[src/rtl/bcc_pkg.sv]
// Package: constants and types for the banked call / clear / compare executor
package bcc_pkg;

  // ==========================================================================
  // Opcodes
  localparam logic [7:0] OP_CALL_EXT   = 8'h4a;
  localparam logic [7:0] OP_CALL_IDX   = 8'h4b;
  localparam logic [7:0] OP_PREFIX2    = 8'h18;
  localparam logic [7:0] OP_ACC_CMP2   = 8'h17;
  localparam logic [7:0] OP_FLAG_AND   = 8'h10;
  localparam logic [7:0] MASK_CARRY    = 8'hfe;
  localparam logic [7:0] MASK_IMASK    = 8'hef;
  localparam logic [7:0] MASK_OVF      = 8'hfd;
  localparam logic [7:0] OP_MEM_ZERO_E = 8'h79;
  localparam logic [7:0] OP_MEM_ZERO_X = 8'h69;
  localparam logic [7:0] OP_ACC_A_ZERO = 8'h87;
  localparam logic [7:0] OP_ACC_B_ZERO = 8'hc7;
  localparam logic [7:0] OP_BANK_RET   = 8'h0a;

  // ==========================================================================
  // Flag bit positions in condition_flags
  localparam int FLAG_C = 0;
  localparam int FLAG_V = 1;
  localparam int FLAG_Z = 2;
  localparam int FLAG_N = 3;
  localparam int FLAG_I = 4;

  // ==========================================================================
  // Reset values
  localparam logic [7:0]  CCR_RESET   = 8'hd0;
  localparam logic [15:0] SP_RESET    = 16'h0000;
  localparam logic [15:0] PC_RESET    = 16'h0000;
  localparam logic [7:0]  PAGE_RESET  = 8'h00;
  localparam int          IMASK_DELAY = 1;

  // ==========================================================================
  // Memory request carrier
  typedef struct packed {
    logic        valid;
    logic        write;
    logic [15:0] addr;
    logic [7:0]  wdata;
  } bcc_mem_req_t;

  // Instruction as presented by the fetch unit
  typedef struct packed {
    logic       valid;
    logic [7:0] op0;
    logic [7:0] op1;
    logic [15:0] ea;
    logic [7:0] page;
    logic       indirect;
    logic [15:0] nextPc;
  } bcc_instr_t;

endpackage

[src/rtl/bcc_exec.sv]
// Executor for banked call/return, accumulator compare and clear operations
//
// Contract
// - Call lowers stack by two, stores return
// - Return address is the following instruction
// - Then lowers stack once, pushes page
// - Then loads new page and subroutine address
// - Indirect call reads high, low, page
// - Banked return restores address and page
// - Call works without expanded memory too
// - Compare subtracts B from A, keeps both
// - N copies MSB, Z on zero result
// - Overflow from signed compare equation
// - Carry is borrow out of MSB
// - Carry clear is flag AND FE
// - Mask clear is flag AND EF
// - Clear mask lets interrupts through
// - Mask clear acts one cycle late
// - Memory zero writes 0, flags 0100
// - A zero clears A, sets Z
// - B zero clears B, sets Z
// - Overflow clear is flag AND FD
`timescale 1ns/1ns
module bcc_exec
  import bcc_pkg::*;
(
  // Clock and reset
  input  wire logic         clk,
  input  wire logic         rst,
  // Instruction in
  input  wire bcc_instr_t   instr,
  output logic              instrReady,
  // Memory
  output bcc_mem_req_t      memReq,
  input  wire logic         memAck,
  input  wire logic [7:0]   memRdata,
  // Interrupt
  input  wire logic         irqReq,
  output logic              irqTake,
  // Architectural state
  output logic [7:0]        accA,
  output logic [7:0]        accB,
  output logic [7:0]        conditionFlags,
  output logic [15:0]       stackPointer,
  output logic [15:0]       programCounter,
  output logic [7:0]        programPage
);

  typedef enum logic [3:0] {
    S_IDLE, S_IND_HI, S_IND_LO, S_IND_PG, S_PUSH_HI, S_PUSH_LO, S_PUSH_PG,
    S_RET_PG, S_RET_HI, S_RET_LO, S_ZERO_WR
  } bcc_state_t;

  // ==========================================================================
  // Registers
  bcc_state_t   state_reg, state_next;
  logic [7:0]   accA_reg, accA_next;
  logic [7:0]   accB_reg, accB_next;
  logic [7:0]   ccr_reg, ccr_next;
  logic [15:0]  sp_reg, sp_next;
  logic [15:0]  pc_reg, pc_next;
  logic [7:0]   page_reg, page_next;
  logic [15:0]  rtn_reg, rtn_next;
  logic [15:0]  tgt_reg, tgt_next;
  logic [7:0]   newPg_reg, newPg_next;
  logic [15:0]  ptr_reg, ptr_next;
  logic         maskLate_reg;
  bcc_mem_req_t req_reg, req_next;

  // ==========================================================================
  // Decode
  wire logic isIdle     = (state_reg == S_IDLE);
  wire logic go         = isIdle & instr.valid;
  wire logic isCall     = (instr.op0 == OP_CALL_EXT) | (instr.op0 == OP_CALL_IDX);
  wire logic isRet      = (instr.op0 == OP_BANK_RET);
  wire logic isCmp      = (instr.op0 == OP_PREFIX2) & (instr.op1 == OP_ACC_CMP2);
  wire logic isAndCc    = (instr.op0 == OP_FLAG_AND);
  wire logic isMemZero  = (instr.op0 == OP_MEM_ZERO_E) | (instr.op0 == OP_MEM_ZERO_X);
  wire logic isAZero    = (instr.op0 == OP_ACC_A_ZERO);
  wire logic isBZero    = (instr.op0 == OP_ACC_B_ZERO);
  wire logic clearsMask = isAndCc & ~instr.op1[FLAG_I] & ccr_reg[FLAG_I];

  logic cmpN, cmpZ, cmpV, cmpC;

  bcc_compare_alu u_alu (
    .opA       (accA_reg),
    .opB       (accB_reg),
    .negFlag   (cmpN),
    .zeroFlag  (cmpZ),
    .ovfFlag   (cmpV),
    .carryFlag (cmpC)
  );

  // Zero-result flags: N, V, C cleared and Z set; others untouched
  function automatic logic [7:0] zeroFlags(input logic [7:0] f);
    logic [7:0] r;
    r         = f;
    r[FLAG_N] = 1'b0;
    r[FLAG_Z] = 1'b1;
    r[FLAG_V] = 1'b0;
    r[FLAG_C] = 1'b0;
    return r;
  endfunction

  // ==========================================================================
  // Next state
  always_comb begin
    state_next = state_reg;
    accA_next  = accA_reg;
    accB_next  = accB_reg;
    ccr_next   = ccr_reg;
    sp_next    = sp_reg;
    pc_next    = pc_reg;
    page_next  = page_reg;
    rtn_next   = rtn_reg;
    tgt_next   = tgt_reg;
    newPg_next = newPg_reg;
    ptr_next   = ptr_reg;
    req_next   = '0;
    case (state_reg)
      S_IDLE: begin
        if (go) begin
          pc_next = instr.nextPc;
          if (isCall) begin
            rtn_next   = instr.nextPc;
            tgt_next   = instr.ea;
            newPg_next = instr.page;
            if (instr.indirect) begin
              ptr_next   = instr.ea;
              req_next   = '{1'b1, 1'b0, instr.ea, 8'h00};
              state_next = S_IND_HI;
            end else begin
              sp_next    = sp_reg - 16'h0002;
              req_next   = '{1'b1, 1'b1, sp_reg - 16'h0002, instr.nextPc[15:8]};
              state_next = S_PUSH_HI;
            end
          end else if (isRet) begin
            req_next   = '{1'b1, 1'b0, sp_reg, 8'h00};
            state_next = S_RET_PG;
          end else if (isCmp) begin
            ccr_next[FLAG_N] = cmpN;
            ccr_next[FLAG_Z] = cmpZ;
            ccr_next[FLAG_V] = cmpV;
            ccr_next[FLAG_C] = cmpC;
          end else if (isAndCc) begin
            // Mask bit falls one cycle later through maskLate_reg
            ccr_next         = ccr_reg & instr.op1;
            ccr_next[FLAG_I] = ccr_reg[FLAG_I] & (instr.op1[FLAG_I] | clearsMask);
          end else if (isMemZero) begin
            req_next   = '{1'b1, 1'b1, instr.ea, 8'h00};
            state_next = S_ZERO_WR;
          end else if (isAZero) begin
            accA_next = 8'h00;
            ccr_next  = zeroFlags(ccr_reg);
          end else if (isBZero) begin
            accB_next = 8'h00;
            ccr_next  = zeroFlags(ccr_reg);
          end
        end
      end
      S_IND_HI: begin
        req_next = req_reg;
        if (memAck) begin
          tgt_next[15:8] = memRdata;
          req_next       = '{1'b1, 1'b0, ptr_reg + 16'h0001, 8'h00};
          state_next     = S_IND_LO;
        end
      end
      S_IND_LO: begin
        req_next = req_reg;
        if (memAck) begin
          tgt_next[7:0] = memRdata;
          req_next      = '{1'b1, 1'b0, ptr_reg + 16'h0002, 8'h00};
          state_next    = S_IND_PG;
        end
      end
      S_IND_PG: begin
        req_next = req_reg;
        if (memAck) begin
          newPg_next = memRdata;
          sp_next    = sp_reg - 16'h0002;
          req_next   = '{1'b1, 1'b1, sp_reg - 16'h0002, rtn_reg[15:8]};
          state_next = S_PUSH_HI;
        end
      end
      S_PUSH_HI: begin
        req_next = req_reg;
        if (memAck) begin
          req_next   = '{1'b1, 1'b1, sp_reg + 16'h0001, rtn_reg[7:0]};
          state_next = S_PUSH_LO;
        end
      end
      S_PUSH_LO: begin
        req_next = req_reg;
        if (memAck) begin
          sp_next    = sp_reg - 16'h0001;
          req_next   = '{1'b1, 1'b1, sp_reg - 16'h0001, page_reg};
          state_next = S_PUSH_PG;
        end
      end
      S_PUSH_PG: begin
        req_next = req_reg;
        if (memAck) begin
          // Page register exists even without expanded memory
          page_next  = newPg_reg;
          pc_next    = tgt_reg;
          req_next   = '0;
          state_next = S_IDLE;
        end
      end
      S_RET_PG: begin
        req_next = req_reg;
        if (memAck) begin
          page_next  = memRdata;
          req_next   = '{1'b1, 1'b0, sp_reg + 16'h0001, 8'h00};
          state_next = S_RET_HI;
        end
      end
      S_RET_HI: begin
        req_next = req_reg;
        if (memAck) begin
          pc_next[15:8] = memRdata;
          req_next      = '{1'b1, 1'b0, sp_reg + 16'h0002, 8'h00};
          state_next    = S_RET_LO;
        end
      end
      S_RET_LO: begin
        req_next = req_reg;
        if (memAck) begin
          pc_next[7:0] = memRdata;
          sp_next      = sp_reg + 16'h0003;
          req_next     = '0;
          state_next   = S_IDLE;
        end
      end
      S_ZERO_WR: begin
        req_next = req_reg;
        if (memAck) begin
          ccr_next   = zeroFlags(ccr_reg);
          req_next   = '0;
          state_next = S_IDLE;
        end
      end
      default: state_next = S_IDLE;
    endcase
    if (maskLate_reg) begin
      ccr_next[FLAG_I] = 1'b0;
    end
  end

  // ==========================================================================
  // State
  always_ff @(posedge clk) begin
    if (rst) begin
      state_reg    <= S_IDLE;
      accA_reg     <= 8'h00;
      accB_reg     <= 8'h00;
      ccr_reg      <= CCR_RESET;
      sp_reg       <= SP_RESET;
      pc_reg       <= PC_RESET;
      page_reg     <= PAGE_RESET;
      rtn_reg      <= 16'h0000;
      tgt_reg      <= 16'h0000;
      newPg_reg    <= 8'h00;
      ptr_reg      <= 16'h0000;
      maskLate_reg <= 1'b0;
      req_reg      <= '0;
    end else begin
      state_reg    <= state_next;
      accA_reg     <= accA_next;
      accB_reg     <= accB_next;
      ccr_reg      <= ccr_next;
      sp_reg       <= sp_next;
      pc_reg       <= pc_next;
      page_reg     <= page_next;
      rtn_reg      <= rtn_next;
      tgt_reg      <= tgt_next;
      newPg_reg    <= newPg_next;
      ptr_reg      <= ptr_next;
      maskLate_reg <= go & clearsMask;
      req_reg      <= req_next;
    end
  end

  // ==========================================================================
  // Outputs
  // Interrupts only taken between instructions, once the mask is low
  assign irqTake        = isIdle & ~instr.valid & irqReq & ~ccr_reg[FLAG_I];
  assign instrReady     = isIdle;
  assign memReq         = req_reg;
  assign accA           = accA_reg;
  assign accB           = accB_reg;
  assign conditionFlags = ccr_reg;
  assign stackPointer   = sp_reg;
  assign programCounter = pc_reg;
  assign programPage    = page_reg;

  // ==========================================================================
  // Checks
  AST_CALL_SP: assert property (@(posedge clk) disable iff (rst)
    (state_reg == S_PUSH_LO && memAck) |=> (sp_reg == $past(sp_reg) - 16'h0001))
    else $error("call page push did not lower stack by one");
  AST_CALL_RTN: assert property (@(posedge clk) disable iff (rst)
    (go && isCall) |=> (rtn_reg == $past(instr.nextPc)))
    else $error("return address not the following instruction");
  AST_PUSH_PG: assert property (@(posedge clk) disable iff (rst)
    (state_reg == S_PUSH_PG) |-> (memReq.write && memReq.wdata == page_reg))
    else $error("page push carries wrong value");
  AST_CALL_PC: assert property (@(posedge clk) disable iff (rst)
    (state_reg == S_PUSH_PG && memAck) |=>
      (pc_reg == $past(tgt_reg) && page_reg == $past(newPg_reg)))
    else $error("call did not load page and target");
  AST_CMP_KEEP: assert property (@(posedge clk) disable iff (rst)
    (go && isCmp) |=> ($stable(accA_reg) && $stable(accB_reg)))
    else $error("compare altered an accumulator");
  AST_CMP_Z: assert property (@(posedge clk) disable iff (rst)
    (go && isCmp) |=> (ccr_reg[FLAG_Z] == ($past(accA_reg) == $past(accB_reg))))
    else $error("compare zero flag wrong");
  AST_CMP_C: assert property (@(posedge clk) disable iff (rst)
    (go && isCmp) |=> (ccr_reg[FLAG_C] == ($past(accA_reg) < $past(accB_reg))))
    else $error("compare carry flag wrong");
  AST_MASK_LATE: assert property (@(posedge clk) disable iff (rst)
    (go && clearsMask) |=> ccr_reg[FLAG_I] ##1 !ccr_reg[FLAG_I])
    else $error("mask clear not one cycle late");
  AST_A_ZERO: assert property (@(posedge clk) disable iff (rst)
    (go && isAZero) |=> (accA_reg == 8'h00 && ccr_reg[3:0] == 4'h4))
    else $error("A zero wrong");
  AST_ZERO_WR: assert property (@(posedge clk) disable iff (rst)
    (state_reg == S_ZERO_WR) |-> (memReq.valid && memReq.write && memReq.wdata == 8'h00))
    else $error("memory zero writes a nonzero byte");
  AST_RET_SP: assert property (@(posedge clk) disable iff (rst)
    (state_reg == S_RET_LO && memAck) |=> (sp_reg == $past(sp_reg) + 16'h0003))
    else $error("return did not release three stack bytes");
  // A mask clear still in flight may drop I under these ops; that is not their doing
  AST_KEEP_HI: assert property (@(posedge clk) disable iff (rst)
    (go && (isCmp || isAZero || isBZero)) |=> (ccr_reg[7:5] == $past(ccr_reg[7:5]) &&
      ccr_reg[FLAG_I] == ($past(ccr_reg[FLAG_I]) && !$past(maskLate_reg))))
    else $error("untouched flags changed");

  COV_CALL:  cover property (@(posedge clk) disable iff (rst) go && isCall && instr.indirect);
  COV_RET:   cover property (@(posedge clk) disable iff (rst) go && isRet);
  COV_CMP:   cover property (@(posedge clk) disable iff (rst) go && isCmp);
  COV_IRQ:   cover property (@(posedge clk) disable iff (rst) irqTake);
  COV_MASK:  cover property (@(posedge clk) disable iff (rst) go && clearsMask);

endmodule

[src/rtl/bcc_compare_alu.sv]
// Subtract-and-flag unit for the accumulator compare
`timescale 1ns/1ns
module bcc_compare_alu
  import bcc_pkg::*;
(
  // Operands
  input  wire logic [7:0] opA,
  input  wire logic [7:0] opB,
  // Flags
  output logic            negFlag,
  output logic            zeroFlag,
  output logic            ovfFlag,
  output logic            carryFlag
);

  logic [7:0] result;
  logic       a7;
  logic       b7;
  logic       r7;

  assign result    = opA - opB;
  assign a7        = opA[7];
  assign b7        = opB[7];
  assign r7        = result[7];
  assign negFlag   = r7;
  assign zeroFlag  = (result == 8'h00);
  assign ovfFlag   = (a7 & ~b7 & ~r7) | (~a7 & b7 & r7);
  assign carryFlag = (~a7 & b7) | (b7 & r7) | (r7 & ~a7);

endmodule

[config.mk]
export PLATFORM = sky130hd
export DESIGN_NAME = bcc_exec
export DESIGN_NICKNAME = d
export VERILOG_FILES = /design/src/rtl/bcc_pkg.sv /design/src/rtl/bcc_exec.sv /design/src/rtl/bcc_compare_alu.sv
export SDC_FILE = /design/constraint.sdc
export NUM_CORES = 1
export LEC_CHECK = 0
export BUFFER_PORTS_ARGS = -buffer_cell sky130_fd_sc_hd__buf_2
export CAP_MARGIN = 20
export CORE_UTILIZATION = 45
export CTS_CLUSTER_SIZE = 10
export DETAILED_ROUTE_END_ITERATION = 8
export PLACE_DENSITY = 0.66
export SLEW_MARGIN = 20
export SYNTH_ARGS = -nofsm -noshare
export SYNTH_HDL_FRONTEND = slang
export SYNTH_SLANG_ARGS = --single-unit
export TNS_END_PERCENT = 1
[constraint.sdc]
create_clock -name clk -period 3.8 [get_ports clk]
set_clock_uncertainty 0.05 [all_clocks]
set_input_delay 0 -clock clk [delete_from_list [all_inputs] [get_ports clk]]
set_output_delay 0 -clock clk [all_outputs]
set_load 0.01 [all_outputs]
==> results of run 1 <==
## per-layer routing
| layer | track usage [%] | vias up | wire length (µm) |
|---|---|---|---|
| li1 | - | 5093 | - |
| met1 | 50.4 | 5280 | 16400 |
| met2 | 50.4 | 776 | 16400 |
| met3 | 8.82 | 110 | 4670 |
| met4 | 12.8 | 0 | 1190 |
| met5 | 0 | - | 0 |
## area by class of cell
type	instances	area (µm²)	area share, %
multi-input combinational	1028	6210	53.4
inverter	21	78.8	0.677
tap	270	338	2.90
timing repair buffer	254	1700	14.6
sequential	135	2700	23.2
clock inverter	13	159	1.37
clock buffer	19	443	3.81
## cell usage after synthesis (22+ instances only)
cell / n / area [µm²]
a22oi_1: 23 / 173
nor3_1: 26 / 130
nand2_1: 190 / 713
xnor2_1: 40 / 350
a211oi_1: 22 / 165
nand3_1: 57 / 285
o22ai_1: 23 / 144
a311oi_1: 37 / 324
clkbuf_1: 100 / 375
nor2_1: 121 / 454
a21oi_1: 114 / 571
nand4_1: 23 / 144
dfxtp_1: 135 / 2700
o21ai_0: 49 / 245
## worst min path at each step
| stage | from | to | slack [ps] | depth (start not counted) |
|---|---|---|---|---|
| 5_1_grt | instr[57] | conditionFlags[2] | 30 | 3 |
| 2_1_floorplan | instr[45] | maskLate_reg | 30 | 1 |
| 3_3_place_gp | instr[45] | maskLate_reg | 140 | 2 |
| 6_report | instr[57] | conditionFlags[2] | 20 | 3 |
| 4_1_cts | instr[57] | conditionFlags[2] | 5 | 3 |
| 3_5_place_dp | instr[45] | maskLate_reg | 140 | 2 |
## through the flow
step / worst slack, ps / cell area [µm²]
6_report: 514 / 11600
5_1_grt: 421 / 11600
3_5_place_dp: 578 / 10400
4_1_cts: 571 / 11600
2_1_floorplan: 298 / 9530
3_3_place_gp: 627 / 10400
## worst max-delay path, delay by kind of cell, from the launching register on
kind                     cells  cell delay (ps)
AO/OA/AOI/OAI                4              690
XOR/XNOR                     1              160
flip-flops                   1              310
AND/OR/NAND/NOR              3             1570
adder cells (fa/ha/maj)      1              400
## cell families (layout without fill, tap and decap cells)
family          Yosys count  count (layout)  share of synthesized area, %
compound gates          393             393                          28.0
buf+inv                 160             307                          7.27
other cells               1              16                        0.0396
flops                   135             135                          28.5
xor+xnor                 57              57                          5.27
fa+ha+maj                 8               8                          1.06
simple gates            530             530                          27.3
mux                      24              24                          2.60
## report_power, final
part / total, mW / switching [mW] / leakage [nW] / internal (mW)
clock network: 1.73 / 0.729 / 0.289 / 1.00
logic: 2.39 / 1.47 / 2.87 / 0.924
registers: 1.75 / 0.214 / 1.09 / 1.53
total: 5.87 / 2.41 / 4.26 / 3.46
==> out/qor.yml, run 1 <==
run_status:
  status: "finished clean"
power:
  fin_total_pwr_mw: 5.87
  power.density_nw_per_um2: 504
  vdd_drop_max_mv: 0.330
  leakage_nw: 4.26
sta:
  slew_viol_final: 0
  fin_crit_ps: 3290
  fin_hold_ws_ps: 23.1
  tns_ps: 0
  finalSetupViolations: 0
  timing.final.crit_share_pct: 86.5
  rsz0062_at_grt: "no"
  fmax_mhz: 304
  hold_viol_final: 0
  worst_pin_slew_ps: 1060
  slew_headroom_pct: 29.2
detailed_routing:
  num_vias: 11300
  ant_nets: 0
  first_iter_violations: 1587
  vias_per_cell: 6.47
  firstDrtPassIters: 6
  drc: 0
  wl_per_cell_um: 22.2
  wl_um: 38600
synth:
  yosys_register_bits: 135
  ys_warn_count: 0
  seq_area_frac_synth_pct: 28.5
  synth-main-ff-cell: "dfxtp_1"
  synth_edf_count: 0
  synth-async-reset-ratio_pct: 0
  ys_types: 76
  synthCells: 1308
  synth.cell_area_um2: 9480
  avgSynthCellArea_um2: 7.25
critical_path:
  cp-start-kind: "register"
  cp-endpoint: "memReq[23]"
  path_max_fanout: 8
  required_ps: 4080
  crit_path_start: "state_reg[2]"
  r2r_cells: 9
  crit_type: "register to register"
  crit_arrival_ps: 3570
  cp_cell_sequence: "or4b_1, o21ai_0, ha_1, and4_1, or4b_2, a21oi_2, xor2_1, a211oi_1, a311oi_1"
  reg2reg_slack_ps: 510
  slowest_delay_ps: 660
  worstReg2RegStart: "state_reg[2]"
  worstSetupEndpointType: "register"
  slowest_stage: "or4b_2"
  regToRegEndpoint: "memReq[23]"
placement:
  post-dp-hpwl_um: 26900
  place.gp.congestion: 0.999
  port_buffers: 145
  dp_cells: 1645
die:
  core.rowCount: 52
  die_h_um: 147
  initial_utilization_pct: 46.4
  core_area_um2: 20400
  ioPinCount: 162
  dieArea_um2: 21600
  fp.dieW_um: 147
global_route:
  grt_overflow: 0
  antenna_found_initial: 0
  grt.total_usage_pct: 35.1
  first_global_vias: 10200
  grt_max_degree: 93
  grt_pass1_wl_um: 59200
final_layout:
  diodes: 0
  drive_gt1_share_pct: 17.2
  mostFrequentLayoutCell: "nand2_1"
  layout_common_cells: "nand2_1, buf_2, dfxtp_1, nor2_1, a21oi_1"
  final_cells: 1740
  area_growth_syn_to_layout_pct: 22.8
  num-nets-final: 1535
  nFillCells: 1912
  largest_reg_flops: 26
  final_util_pct: 57.0
clocking:
  clk_latency_ps: 430
  cts-root-buf: "clkbuf_16"
  cts_tree: "yes"
  htree_num_levels: 4
  cts_hold_buffers: 63
  cts.sinks: 135
  postCtsSetupRepairBufs: 0
  cts.path.max_buffers: 2
  clk_pin_slew_ps: 70
  ctsResizeCount: 0
  numCtsBuffers: 17
worst_hold_path:
  hold_class: "primary input to register"
flow_run:
  timing.max_cap.violations: 0
No activity file was read; power rests on OpenSTA's default activity.
==> run 2, diff against run 1 <==
--- a/config.mk
+++ b/config.mk
@@ -5,6 +5,7 @@
 export SDC_FILE = /design/constraint.sdc
 export NUM_CORES = 1
 export LEC_CHECK = 0
+export ABC_AREA = 1
 export BUFFER_PORTS_ARGS = -buffer_cell sky130_fd_sc_hd__buf_2
 export CAP_MARGIN = 20
 export CORE_UTILIZATION = 45
==> run 2 against run 1 <==
Effect of this change: synthesized cell count grew 17%; fmax shrank 1.8%; non-clock buffer count shrank 34; via count grew 2.2%; sequential cell count is the same; core utilization shrank 0.94 points; clock-buffer cell count shrank 2; power shrank 3.9%; register-to-register slack lost 60 ps; clock power grew 3%.
==> out/qor.yml, run 2 <==
clocking:
  cts-root-buf: "clkbuf_16"
  cts.sinks: 135  # unchanged
  htree_num_levels: 4  # unchanged
  postCtsSetupRepairBufs: 0  # unchanged
  clk_latency_ps: 420  # about the same
  cts_tree: "yes"
  cts.path.max_buffers: 2  # unchanged
  numCtsBuffers: 17  # unchanged
  clk_pin_slew_ps: 70  # about the same
final_layout:
  layout_common_cells: "nand2_1, nor2_1, buf_2, o21ai_0, inv_1"
  drive_gt1_share_pct: 13.8  # -3.4 points
  diodes: 0  # unchanged
  mostFrequentLayoutCell: "nand2_1"
  num-nets-final: 1783  # +16%
  postLayoutCellArea_um2: 11400  # -2.3%
  largest_reg_flops: 26  # unchanged
  nFillCells: 2122  # +11%
  area_growth_syn_to_layout_pct: 21.5
die:
  die_h_um: 146  # -0.60%
  fp.dieW_um: 146  # -0.60%
  initial_utilization_pct: 46.1  # -0.28 points
  core.rowCount: 52  # unchanged
  ioPinCount: 162  # unchanged
  dieArea_um2: 21400  # -1.2%
  core_area_um2: 20300  # -0.64%
sta:
  fin_crit_ps: 3350  # +60.3 ps
  worst_pin_slew_ps: 1020  # -37.4 ps
  finalSetupViolations: 0  # unchanged
  slew_headroom_pct: 31.7  # +2.5 points
  tns_ps: 0  # unchanged
  fmax_mhz: 299  # -1.8%
  rsz0062_at_grt: "no"
  timing.final.crit_share_pct: 88.1  # +1.6 points
  slew_viol_final: 0  # unchanged
  hold_viol_final: 0  # unchanged
detailed_routing:
  ant_nets: 0  # unchanged
  num_vias: 11500  # +2.2%
  wl_per_cell_um: 20.1  # -9.2%
  first_iter_violations: 1031  # -35%
  wl_um: 40000  # +3.7%
  vias_per_cell: 5.79  # -11%
  firstDrtPassIters: 6  # unchanged
  drc: 0  # unchanged
synth:
  avgSynthCellArea_um2: 6.09  # -16%
  synth-main-ff-cell: "dfxtp_1"
  seq_area_frac_synth_pct: 28.9  # +0.35 points
  synth_top_area_share_pct: 28.9  # +0.35 points
  yosys_register_bits: 135  # unchanged
  synth_top_area_cell: "dfxtp_1"
  synth.cell_area_um2: 9360  # -1.2%
  ys_warn_count: 0  # unchanged
  synth_edf_count: 0  # unchanged
  yosysMostFrequentCell: "nand2_1"
  ys_types: 54  # -29%
  synth_area_leaders: "dfxtp_1, nand2_1, o21ai_0"
  synthCells: 1536  # +17%
  synth_commonest_cells: "nand2_1, nor2_1, o21ai_0, inv_1, dfxtp_1"
  synth-async-reset-ratio_pct: 0  # unchanged
critical_path:
  cp-start-kind: "register"
  crit_type: "register to register"
  slowest_stage: "nor4_4"
  worstSetupEndpointType: "register"
  path_max_fanout: 16  # +8
  crit_arrival_ps: 3660  # +90 ps
  required_ps: 4110  # +30 ps
  slowest_delay_ps: 640  # -20 ps
  cp_cell_sequence: "inv_2, nand2_2, inv_1, nand2_1, o21ai_1, nor4_4, o21ai_0, a31oi_1, dlygate4sd3_1"
placement:
  place.gp.congestion: 0.991  # -0.78%
  post-dp-hpwl_um: 30000  # +11%
  port_buffers: 145  # unchanged
  placed_area_um2: 10100  # -2.9%
global_route:
  grt.total_usage_pct: 37.4  # +2.2 points
  first_global_vias: 10800  # +6.0%
  grt_max_degree: 66  # -29%
  grt_overflow: 0  # unchanged
  antenna_found_initial: 0  # unchanged
  grt_pass1_wl_um: 61400  # +3.7%
power:
  leakage_nw: 5.05  # +19%
  vdd_drop_max_mv: 0.301  # -8.8%
  power.density_nw_per_um2: 496  # -1.7%
worst_hold_path:
  hold_class: "primary input to register"
flow_run:
  timing.max_cap.violations: 0  # unchanged
run_status:
  status: "finished clean"
==> run 2: cell types whose count changed in the layout (fill, tap and decap cells not counted), sizes merged, moves of 21 or more <==
cell and change:
nand2 +246, inv +128, o21ai +102, nor2 +79, nand3 +62, xnor2 -39, a311oi -36, buf -35
a22oi -22, o22ai -21
==> run 2: final timing paths <==
kind	startpoint	end	slack [ps]	cells after the start
hold / removal	instr[51]	maskLate_reg	40	6
setup / recovery	state_reg[0]	tgt_reg[2]	450	9
hold reg to reg	maskLate_reg	conditionFlags[4]	370	1
setup reg to reg	state_reg[0]	tgt_reg[2]	450	9
==> run 2: metrics by stage <==
stage          hold WS, ps  setup WS, ps  std cells  util [%]  total power, mW
2_1_floorplan         25.9          1820       1551         -             3.15
3_3_place_gp           139           922       1892      49.8             3.73
3_5_place_dp           144           831       1892      49.8             3.75
4_1_cts               32.3           632       1988      56.0             5.59
5_1_grt                105           160       1988      56.0             5.96
6_report              40.0           454       1988      56.0             5.64
==> run 2: cell type report <==
type                    instances  area (µm²)  area share (%)
repair buffers                220        1450            12.7
clock buffers                  17         425            3.74
multi-input cells            1179        5680            49.9
flip-flops and latches        135        2700            23.8
inverters                     152         576            5.06
well taps                     270         338            2.97
clock inverters                15         205            1.80
==> run 2: per-layer routing <==
layer  GRT usage (%)  up-vias  share of wire [%]
li1                -     5415                  -
met5               0        -                  0
met2            61.2      631                 47
met4            25.7        0                7.1
met1            45.4     5317                 38
met3            5.22      143                8.0
==> run 2: kinds of logic (layout without fill, tap and decap cells) <==
group | after synthesis | after routing | synth area share [%]
AND/OR/NAND/NOR | 801 | 801 | 36.5
AO/OA/AOI/OAI | 344 | 344 | 21.5
buffers and inverters | 237 | 404 | 11.1
flip-flops | 135 | 135 | 28.9
XOR/XNOR | 10 | 10 | 0.936
adder cells (fa/ha/maj) | 8 | 8 | 1.07
other | 1 | 16 | 0.0401
==> run 2: worst max-delay path, delay by kind of cell, from the launching register on <==
kind | cells | cell delay, ps
simple gates | 3 | 1220
buf+inv | 3 | 870
compound gates | 3 | 600
flops | 1 | 550
==> run 2: power breakdown <==
part | internal (mW) | total [mW] | switching [mW]
registers | 1.57 | 1.73 | 0.159
clock network | 0.960 | 1.79 | 0.828
logic | 0.637 | 2.13 | 1.49
==> run 2: what timing repair did <==
item | in CTS | in global routing
endpoints found under the hold margin | 75 | 0
hold buffers | 64 | 0
resized for setup | 0 | 0
